[src/logic/stop_recovery_pkg.sv]
/*
 * constants, register map and state codes for the stop-state recovery block.
 * assumes a single 10 MHz system clock and a byte-wide register port.
 */
`default_nettype none
package stop_recovery_pkg;
    localparam int PIN_COUNT = 8;
    localparam int DATA_W = 8;
    localparam int ADDR_W = 4;
    localparam int PMEM_ADDR_W = 24;
    localparam int PC_W = 32;

    // register offsets
    localparam logic [ADDR_W-1:0] ADDR_RSTSTAT = 4'h0;
    localparam logic [ADDR_W-1:0] ADDR_WAKE_EN = 4'h1;
    localparam logic [ADDR_W-1:0] ADDR_CTRL = 4'h2;
    localparam logic [ADDR_W-1:0] ADDR_IRQ_STAT = 4'h3;
    localparam logic [ADDR_W-1:0] ADDR_IRQ_MASK = 4'h4;
    localparam logic [ADDR_W-1:0] ADDR_STATE = 4'h5;

    // field positions
    localparam int RST_STOP_BIT = 0;
    localparam int RST_WDT_BIT = 1;
    localparam int CTRL_WDT_EXC_BIT = 0;
    localparam int CTRL_STOP_REQ_BIT = 1;
    localparam int IRQ_WAKE_BIT = 0;
    localparam int IRQ_EXC_BIT = 1;
    localparam int STATE_OSC_BIT = 7;

    // reset values
    localparam logic [1:0] RSTSTAT_RESET = 2'h0;
    localparam logic [PIN_COUNT-1:0] WAKE_EN_RESET = 8'h00;
    localparam logic EXC_MODE_RESET = 1'b0;
    localparam logic [1:0] IRQ_STAT_RESET = 2'h0;
    localparam logic [1:0] IRQ_MASK_RESET = 2'h0;
    localparam logic OSC_RUN_RESET = 1'b1;

    // reset vector location and fetch timing
    localparam logic [PMEM_ADDR_W-1:0] VECTOR_BASE = 24'h000004;
    localparam logic [2:0] VECTOR_BYTES = 3'h4;
    localparam logic [2:0] FETCH_FIRST_DATA = 3'h2;
    localparam logic [2:0] FETCH_LAST = 3'h5;

    typedef enum logic [4:0]
    {
        ST_RUN = 5'b00001,
        ST_STOP = 5'b00010,
        ST_FETCH = 5'b00100,
        ST_LOAD = 5'b01000,
        ST_EXC = 5'b10000
    } rec_state_t;
endpackage : stop_recovery_pkg
`default_nettype wire

[src/logic/pin_sync.sv]
/*
 * two-stage synchroniser for a group of asynchronous pins.
 * assumes the pins come from outside the clock domain; only q_out is read.
 */
`timescale 1ns/1ps
`default_nettype none
module pin_sync #(
    parameter int WIDTH = 8
) (
    input wire logic clk_sys_in,
    input wire logic reset_in,
    input wire logic [WIDTH-1:0] d_in,
    output var logic [WIDTH-1:0] q_out
);
    logic [WIDTH-1:0] meta_reg;
    logic [WIDTH-1:0] meta_next;
    logic [WIDTH-1:0] q_next;

    // first stage feeds only the second
    always_comb
    begin
        meta_next = d_in;
        q_next = meta_reg;
    end

    always_ff @(posedge clk_sys_in)
    begin
        if (reset_in)
        begin
            meta_reg <= '0;
            q_out <= '0;
        end
        else
        begin
            meta_reg <= meta_next;
            q_out <= q_next;
        end
    end
endmodule : pin_sync
`default_nettype wire

[src/logic/stop_recovery_control.sv]
/*
 * stop-state recovery control: watchdog and pin wake, cause flags,
 * reset vector fetch and program counter load, register port, interrupt.
 * assumes watchdog timeout and program memory are on clk_sys_in and that
 * program memory returns read data one cycle after its read strobe.
 */
// Behaviour
// - recovery changes only reset status and oscillator control; other state kept (code also sets wake interrupt flag at load, exception flag in exception mode)
// - on recovery fetch vector from bytes 0004h-0007h and load program counter
// - every recovery from stop sets the stop-cause flag to one
// - watchdog timeout while stopped starts recovery, sets watchdog and stop flags
// - watchdog in reset mode: timeout during stop gives recovery only
// - watchdog in exception mode: recovery completes, then watchdog exception raised
// - any level change on a wake-enabled pin starts recovery, sets stop flag
// - short pin pulse may wake without pin interrupt; do not rely on it
`timescale 1ns/1ps
`default_nettype none
module stop_recovery_control (
    input wire logic clk_sys_in,
    input wire logic reset_in,
    input wire logic [stop_recovery_pkg::ADDR_W-1:0] reg_addr_in,
    input wire logic [stop_recovery_pkg::DATA_W-1:0] reg_wdata_in,
    input wire logic reg_wr_in,
    input wire logic reg_rd_in,
    output var logic [stop_recovery_pkg::DATA_W-1:0] reg_rdata_out,
    input wire logic wdt_timeout_in,
    input wire logic [stop_recovery_pkg::PIN_COUNT-1:0] wake_pins_in,
    output var logic [stop_recovery_pkg::PMEM_ADDR_W-1:0] pmem_addr_out,
    output var logic pmem_rd_out,
    input wire logic [stop_recovery_pkg::DATA_W-1:0] pmem_data_in,
    output var logic pc_load_out,
    output var logic [stop_recovery_pkg::PC_W-1:0] pc_value_out,
    output var logic wdt_exc_out,
    output var logic cpu_stopped_out,
    output var logic osc_run_out,
    output var logic irq_out
);
    import stop_recovery_pkg::*;

    rec_state_t state_reg, state_next;
    logic [2:0] cnt_reg, cnt_next;
    logic [PC_W-1:0] vec_reg, vec_next;
    logic wdt_cause_reg, wdt_cause_next;
    logic [PIN_COUNT-1:0] snap_reg, snap_next;
    logic [1:0] rststat_reg, rststat_next;
    logic [PIN_COUNT-1:0] wake_en_reg, wake_en_next;
    logic exc_mode_reg, exc_mode_next;
    logic [1:0] irq_stat_reg, irq_stat_next;
    logic [1:0] irq_mask_reg, irq_mask_next;
    logic [DATA_W-1:0] rdata_next;
    logic [PMEM_ADDR_W-1:0] pmem_addr_next;
    logic pmem_rd_next, pc_load_next, wdt_exc_next, stopped_next, osc_run_next, irq_next;
    logic [PC_W-1:0] pc_value_next;
    logic [PIN_COUNT-1:0] pins_sync;
    logic pin_wake, stop_req, start_evt, done_evt, exc_evt;

    // pins cross into the clock domain before any comparison
    pin_sync #(.WIDTH(PIN_COUNT)) u_pin_sync (
        .clk_sys_in(clk_sys_in),
        .reset_in(reset_in),
        .d_in(wake_pins_in),
        .q_out(pins_sync)
    );

    // any enabled pin differing from its level at stop entry, either direction;
    // level path only, so a brief pulse can wake with no pin interrupt at all
    assign pin_wake = |((pins_sync ^ snap_reg) & wake_en_reg);
    // stop request: write of the stop bit in the control register
    assign stop_req = reg_wr_in && (reg_addr_in == ADDR_CTRL) && reg_wdata_in[CTRL_STOP_REQ_BIT];

    // recovery sequencer next state
    always_comb
    begin
        state_next = state_reg;
        cnt_next = cnt_reg;
        vec_next = vec_reg;
        wdt_cause_next = wdt_cause_reg;
        snap_next = snap_reg;
        pmem_rd_next = 1'b0;
        pmem_addr_next = pmem_addr_out;
        pc_load_next = 1'b0;
        pc_value_next = pc_value_out;
        wdt_exc_next = 1'b0;
        osc_run_next = osc_run_out;
        start_evt = 1'b0;
        done_evt = 1'b0;
        exc_evt = 1'b0;
        unique case (state_reg)
            ST_RUN:
            begin
                if (stop_req)
                begin
                    state_next = ST_STOP;
                    snap_next = pins_sync;
                    osc_run_next = 1'b0;
                    wdt_cause_next = 1'b0;
                end
            end
            ST_STOP:
            begin
                if (wdt_timeout_in || pin_wake)
                begin
                    state_next = ST_FETCH;
                    cnt_next = 3'h0;
                    osc_run_next = 1'b1; // oscillator control, the wake interrupt flag at load and, in exception mode, the exception interrupt flag are the other registers touched
                    wdt_cause_next = wdt_timeout_in;
                    start_evt = 1'b1;
                end
            end
            ST_FETCH:
            begin
                // read strobes on counts 0..3, data lands two counts later
                if (cnt_reg < VECTOR_BYTES)
                begin
                    pmem_rd_next = 1'b1;
                    pmem_addr_next = VECTOR_BASE + {21'h000000, cnt_reg};
                end
                if (cnt_reg >= FETCH_FIRST_DATA)
                begin
                    vec_next = {vec_reg[PC_W-DATA_W-1:0], pmem_data_in}; // first byte most significant
                end
                cnt_next = cnt_reg + 3'h1;
                if (cnt_reg == FETCH_LAST)
                begin
                    state_next = ST_LOAD;
                end
            end
            ST_LOAD:
            begin
                pc_load_next = 1'b1;
                pc_value_next = vec_reg;
                done_evt = 1'b1;
                // exception only after the normal sequence, only in exception mode
                if (wdt_cause_reg && exc_mode_reg)
                begin
                    state_next = ST_EXC;
                end
                else
                begin
                    state_next = ST_RUN;
                end
            end
            ST_EXC:
            begin
                wdt_exc_next = 1'b1;
                exc_evt = 1'b1;
                state_next = ST_RUN;
            end
            default:
            begin
                state_next = ST_RUN;
            end
        endcase
    end

    always_ff @(posedge clk_sys_in)
    begin
        if (reset_in)
        begin
            state_reg <= ST_RUN;
            cnt_reg <= 3'h0;
            vec_reg <= '0;
            wdt_cause_reg <= 1'b0;
            snap_reg <= '0;
            pmem_rd_out <= 1'b0;
            pmem_addr_out <= '0;
            pc_load_out <= 1'b0;
            pc_value_out <= '0;
            wdt_exc_out <= 1'b0;
            osc_run_out <= OSC_RUN_RESET;
        end
        else
        begin
            state_reg <= state_next;
            cnt_reg <= cnt_next;
            vec_reg <= vec_next;
            wdt_cause_reg <= wdt_cause_next;
            snap_reg <= snap_next;
            pmem_rd_out <= pmem_rd_next;
            pmem_addr_out <= pmem_addr_next;
            pc_load_out <= pc_load_next;
            pc_value_out <= pc_value_next;
            wdt_exc_out <= wdt_exc_next;
            osc_run_out <= osc_run_next;
        end
    end

    // register file: write-one-to-clear flags with set winning, read data
    always_comb
    begin
        rststat_next = rststat_reg;
        wake_en_next = wake_en_reg;
        exc_mode_next = exc_mode_reg;
        irq_stat_next = irq_stat_reg;
        irq_mask_next = irq_mask_reg;
        rdata_next = '0;
        if (reg_wr_in)
        begin
            unique case (reg_addr_in)
                ADDR_RSTSTAT: rststat_next = rststat_reg & ~reg_wdata_in[1:0];
                ADDR_WAKE_EN: wake_en_next = reg_wdata_in;
                ADDR_CTRL: exc_mode_next = reg_wdata_in[CTRL_WDT_EXC_BIT];
                ADDR_IRQ_STAT: irq_stat_next = irq_stat_reg & ~reg_wdata_in[1:0];
                ADDR_IRQ_MASK: irq_mask_next = reg_wdata_in[1:0];
                default: rststat_next = rststat_reg;
            endcase
        end
        if (start_evt)
        begin
            rststat_next[RST_STOP_BIT] = 1'b1;
            if (wdt_timeout_in)
            begin
                rststat_next[RST_WDT_BIT] = 1'b1;
            end
        end
        if (done_evt)
        begin
            irq_stat_next[IRQ_WAKE_BIT] = 1'b1;
        end
        if (exc_evt)
        begin
            irq_stat_next[IRQ_EXC_BIT] = 1'b1;
        end
        if (reg_rd_in)
        begin
            unique case (reg_addr_in)
                ADDR_RSTSTAT: rdata_next = {6'h00, rststat_reg};
                ADDR_WAKE_EN: rdata_next = wake_en_reg;
                ADDR_CTRL: rdata_next = {7'h00, exc_mode_reg};
                ADDR_IRQ_STAT: rdata_next = {6'h00, irq_stat_reg};
                ADDR_IRQ_MASK: rdata_next = {6'h00, irq_mask_reg};
                ADDR_STATE: rdata_next = {osc_run_out, 2'h0, state_reg};
                default: rdata_next = '0;
            endcase
        end
        stopped_next = (state_next != ST_RUN);
        irq_next = |(irq_stat_next & irq_mask_next);
    end

    always_ff @(posedge clk_sys_in)
    begin
        if (reset_in)
        begin
            rststat_reg <= RSTSTAT_RESET;
            wake_en_reg <= WAKE_EN_RESET;
            exc_mode_reg <= EXC_MODE_RESET;
            irq_stat_reg <= IRQ_STAT_RESET;
            irq_mask_reg <= IRQ_MASK_RESET;
            reg_rdata_out <= '0;
            cpu_stopped_out <= 1'b0;
            irq_out <= 1'b0;
        end
        else
        begin
            rststat_reg <= rststat_next;
            wake_en_reg <= wake_en_next;
            exc_mode_reg <= exc_mode_next;
            irq_stat_reg <= irq_stat_next;
            irq_mask_reg <= irq_mask_next;
            reg_rdata_out <= rdata_next;
            cpu_stopped_out <= stopped_next;
            irq_out <= irq_next;
        end
    end

    // checks on the recovery sequence
    property p_regs_kept;
        @(posedge clk_sys_in) disable iff (reset_in)
        (state_reg inside {ST_FETCH, ST_LOAD, ST_EXC}) && !reg_wr_in
            |=> $stable(wake_en_reg) && $stable(irq_mask_reg) && $stable(exc_mode_reg);
    endproperty
    a_regs_kept: assert property (p_regs_kept) else $error("recovery altered kept registers");

    property p_osc_off;
        @(posedge clk_sys_in) disable iff (reset_in)
        (state_reg == ST_STOP) |-> !osc_run_out;
    endproperty
    a_osc_off: assert property (p_osc_off) else $error("oscillator running while stopped");

    property p_vector_fetch;
        @(posedge clk_sys_in) disable iff (reset_in)
        (state_reg == ST_FETCH && cnt_reg == 3'h0)
            |=> pmem_rd_out && pmem_addr_out == VECTOR_BASE ##3 pmem_rd_out && pmem_addr_out == 24'h000007 ##3 pc_load_out;
    endproperty
    a_vector_fetch: assert property (p_vector_fetch) else $error("vector fetch sequence wrong");

    property p_pin_stop_flag;
        @(posedge clk_sys_in) disable iff (reset_in)
        (state_reg == ST_STOP) && pin_wake |=> rststat_reg[RST_STOP_BIT] && state_reg == ST_FETCH;
    endproperty
    a_pin_stop_flag: assert property (p_pin_stop_flag) else $error("pin wake did not set stop flag");

    property p_wdt_flags;
        @(posedge clk_sys_in) disable iff (reset_in)
        (state_reg == ST_STOP) && wdt_timeout_in |=> rststat_reg == 2'h3 && state_reg == ST_FETCH;
    endproperty
    a_wdt_flags: assert property (p_wdt_flags) else $error("watchdog wake flags not set");

    property p_reset_mode;
        @(posedge clk_sys_in) disable iff (reset_in)
        pc_load_out && !exc_mode_reg |=> !wdt_exc_out [*2];
    endproperty
    a_reset_mode: assert property (p_reset_mode) else $error("exception raised in reset mode");

    property p_exc_after_load;
        @(posedge clk_sys_in) disable iff (reset_in)
        pc_load_out && wdt_cause_reg && exc_mode_reg |=> wdt_exc_out ##1 !wdt_exc_out;
    endproperty
    a_exc_after_load: assert property (p_exc_after_load) else $error("exception not after load");

    property p_exc_cause;
        @(posedge clk_sys_in) disable iff (reset_in)
        wdt_exc_out |-> $past(pc_load_out) && $past(wdt_cause_reg, 2) && $past(exc_mode_reg, 2);
    endproperty
    a_exc_cause: assert property (p_exc_cause) else $error("exception without watchdog wake");

    property p_pin_wake;
        @(posedge clk_sys_in) disable iff (reset_in)
        (state_reg == ST_STOP) && !wdt_timeout_in && pin_wake |=> !wdt_cause_reg ##7 pc_load_out;
    endproperty
    a_pin_wake: assert property (p_pin_wake) else $error("pin change did not recover");
endmodule : stop_recovery_control
`default_nettype wire

[config.mk]
export PLATFORM = sky130hd
export DESIGN_NAME = stop_recovery_control
export DESIGN_NICKNAME = d
export VERILOG_FILES = /design/src/logic/stop_recovery_pkg.sv /design/src/logic/pin_sync.sv /design/src/logic/stop_recovery_control.sv
export SDC_FILE = /design/constraint.sdc
export NUM_CORES = 1
export LEC_CHECK = 0
export BUFFER_PORTS_ARGS = -buffer_cell sky130_fd_sc_hd__buf_2
export CAP_MARGIN = 5
export CORE_UTILIZATION = 35
export CTS_BUF_LIST = sky130_fd_sc_hd__clkbuf_8
export CTS_CLUSTER_DIAMETER = 100
export DETAILED_ROUTE_END_ITERATION = 10
export PLACE_DENSITY = 0.55
export SYNTH_ARGS = -nofsm -noshare
export SYNTH_HDL_FRONTEND = slang
export SYNTH_HIERARCHICAL = 1
export SYNTH_SLANG_ARGS = --single-unit
[constraint.sdc]
create_clock -name clk_sys_in -period 4.05 [get_ports clk_sys_in]
set_clock_uncertainty 0.1 [all_clocks]
set_input_delay 0.2025 -clock clk_sys_in [delete_from_list [all_inputs] [get_ports clk_sys_in]]
set_output_delay 0.2025 -clock clk_sys_in [all_outputs]
set_load 0.05 [all_outputs]
==> run summary <==
* 0.97 ns — critical path's largest stage delay
* 52.4% — fraction of the yosys area taken by sequential cells
* 121 um — die extent in x
* simple AND/OR/NAND/NOR gates — delay-heaviest family, CP
* 0.711 — global placer's final weighted congestion
* 13.0 um — final routed wire length divided by cell count
* 32 — highest fanout seen on the critical path
* 3,828 — vias in the first global route
* 0 — final setup violating endpoints
* 0 — EDFF count, synth
* 3,980 — Vias
* false — setup repair after global routing missed its margin
* 14,700 um2 — full die area
* nor3_2 > nand3b_2 > nor2_2 > nand2_1 > a21oi_1 — ordered cell list for the critical path
* 6 — Synth warnings
* 0 — DRC viols
* input pin to register — kind of path behind the tightest hold check
* sky130_fd_sc_hd__nand2_1 (156), sky130_fd_sc_hd__dfxtp_1 (130), sky130_fd_sc_hd__a21oi_1 (87), sky130_fd_sc_hd__nor2_1 (27), sky130_fd_sc_hd__buf_4 (20) — commonest cells in the netlist
* 2.46 nW — cell leakage power
* 130 — flip-flop and latch count after synthesis
* 0.000213 V — peak ir drop on the vdd network
* register to register — path type of the worst setup path
* 20.6% — remaining max-slew budget at the tightest pin
* state_reg[3]$_SDFF_PP0_ — source of the worst register-to-register timing path
* sky130_fd_sc_hd__nand2_1 — cell with the most instances after synthesis
* 35.8% — effective utilization at floorplan
* 59.3% — final period utilization
* 270 — DRC marker count from the first detailed-route iteration
* 82 — port buffer count
* sky130_fd_sc_hd__nor2_2 — cell with the largest stage delay on the worst path
* 8.69 um2 — post-synthesis average cell area
* 11.2 mm — total wirelength of the detailed-routed design
* 703 — layout net count
* sky130_fd_sc_hd__dfxtp_1 — top cell type by total area after synthesis
* sky130_fd_sc_hd__dfxtp_1 (52%), sky130_fd_sc_hd__nand2_1 (12%), sky130_fd_sc_hd__a21oi_1 (8.8%) — largest cells by area after synthesis
* finished clean — result of the run
* 2.40 ns — Tmin final
* 0 — number of max-slew violations in the final report
* 20.6% — layout cells sized above 1
* 121 um — die outline height
* 0 — antenna-violating nets left
* 0 — Hold Violations, Final
* 4.62 — ratio of routed vias to standard cells
* 103 — IO Pins
* 43.6% — final core utilization
* sky130_fd_sc_hd__dfxtp_1 — flip-flop cell with the highest count after synthesis
* 4970 um2 — mapped cell area
* 130 — count of clock tree sinks
* 21.8% — relative area change from synthesis to final layout
* 16.3% — overall global routing resource usage
* 417 MHz — Peak Freq
* 4.30 ns — data required time at the worst endpoint
* 0 — max_cap viols
* 2 — deepest clock path buffer count
* reg_wr_in — HP Start
* 4 — number of H-tree levels
* 52.4% — area share of the largest cell type after synthesis
* 0 — total overflow reported by the global router
* 0 — worst path buffer plus inverter count
* 52 — largest net degree at the start of global routing
* 18.6 mm — first-pass GRT wire length
* 13,900 um2 — Core Region
* 0.07 ns — CTS clock-pin slew for the worst setup and hold paths
* 45 — distinct cell type count of the synthesized netlist
* 0.42 ns — clock insertion delay at the later pin of the skew report
* 17 — TritonCTS Buffers
* 572 — cell count after synthesis
* 7 — number of detailed-routing iterations run before antenna repair
* 0 — initial antenna violation count
* register — startpoint class of the critical path
* 0 — Inserted Diodes
* built — TritonCTS clock tree
* register — kind of end point of the critical path
* 0 ns — setup TNS
* 43 — Rows
* 2.65 ns — Worst Path Arrival
* sky130_fd_sc_hd__clkbuf_8 — library cell used as clock root buffer
* 422 nW/um2 — total power density per cell area
* 0% — async set-or-reset flop fraction in the synthesized netlist
* 7.50 mm — HPWL after detailed placement
* state_reg[3]$_SDFF_PP0_ — Worst Setup SP
* 1.19 ns — transition time at the pin with the least slew margin
metal layers:
metal  vias up  global-route usage (%)  share of wire (%)
met5         -                       0                  0
met4         0                    5.94               0.65
met3         4                    4.46                4.4
met2        98                    25.2                 45
met1      1833                    21.5                 50
li1       2045                       -                  -
cell families (layout without fill, tap and decap cells):
group / count (synthesis) / in the layout / synth area share, %
compound gates: 114 / 114 / 12.7
xor+xnor: 8 / 8 / 1.41
fa+ha+maj: 2 / 2 / 0.503
buf+inv: 57 / 147 / 6.85
flops: 130 / 130 / 52.4
mux: 11 / 11 / 2.24
other cells: 1 / 20 / 0.0755
simple gates: 249 / 249 / 23.9
layout make-up:
type                    instances  area [um2]
repair buffers                112         701
multi-input cells             404        2100
flip-flops and latches        130        2600
inverters                       3        11.3
clock buffers                  20         275
well taps                     180         225
fillers                      1423        7830
clock inverters                12         139
worst min-delay path, delay by kind of cell:
| family | cells | cell delay, ns |
|---|---|---|
| compound gates | 1 | 0.06 |
| buf+inv | 1 | 0.20 |
| simple gates | 1 | 0.12 |
metrics by stage:
step	instance area [um2]	cells	hold WS [ns]	total power [mW]	worst slack (ns)
after global placement	5390	804	0.311	1.43	1.75
after global routing	6050	861	0.0875	2.66	1.43
final	6050	861	0.0973	2.55	1.65
after floorplan	5040	591	0.183	1.42	2.37
after CTS	6050	861	0.0571	2.59	1.64
after detailed placement	5390	804	0.317	1.44	1.68
report_power, final:
part,leakage [nW],total (mW),internal [mW],switching [mW]
clock network,0.221,1.13,0.649,0.481
registers,1.05,1.29,1.29,0.00455
logic,1.19,0.132,0.0434,0.0888
what timing repair did:
item / CTS / global route
setup endpoints to repair: 0 / 0
buffers inserted: 0 / 0
resized for setup: 0 / 0
endpoints found under the hold margin: 26 / 0
hold buffers: 25 / 0
final timing paths:
kind	end	slack, ns	cells past startpoint
worst min-delay path	wake_en_reg[1]$_SDFFE_PP0P_	0.1	3
worst max register to register	vec_reg[18]$_SDFFE_PP0P_	1.65	5
worst max-delay path	vec_reg[18]$_SDFFE_PP0P_	1.65	5
worst min register to register	u_pin_sync/q_out[2]$_SDFF_PP0_	0.34	1
cell usage in the layout, fill, tap and decap left out, types with 7 or more instances in the layout:
master / instances
sky130_fd_sc_hd__dfxtp_1: 130
sky130_fd_sc_hd__mux2i_1: 10
sky130_fd_sc_hd__a21oi_1: 87
sky130_fd_sc_hd__nor2b_2: 7
sky130_fd_sc_hd__o21ai_0: 8
sky130_fd_sc_hd__clkbuf_8: 20
sky130_fd_sc_hd__buf_2: 81
sky130_fd_sc_hd__dlygate4sd3_1: 25
sky130_fd_sc_hd__xor2_1: 8
sky130_fd_sc_hd__nand2_1: 156
sky130_fd_sc_hd__a22oi_1: 7
sky130_fd_sc_hd__conb_1: 20
sky130_fd_sc_hd__nor2_1: 27
sky130_fd_sc_hd__nand3_1: 17
(Power assumes the default switching activity.)
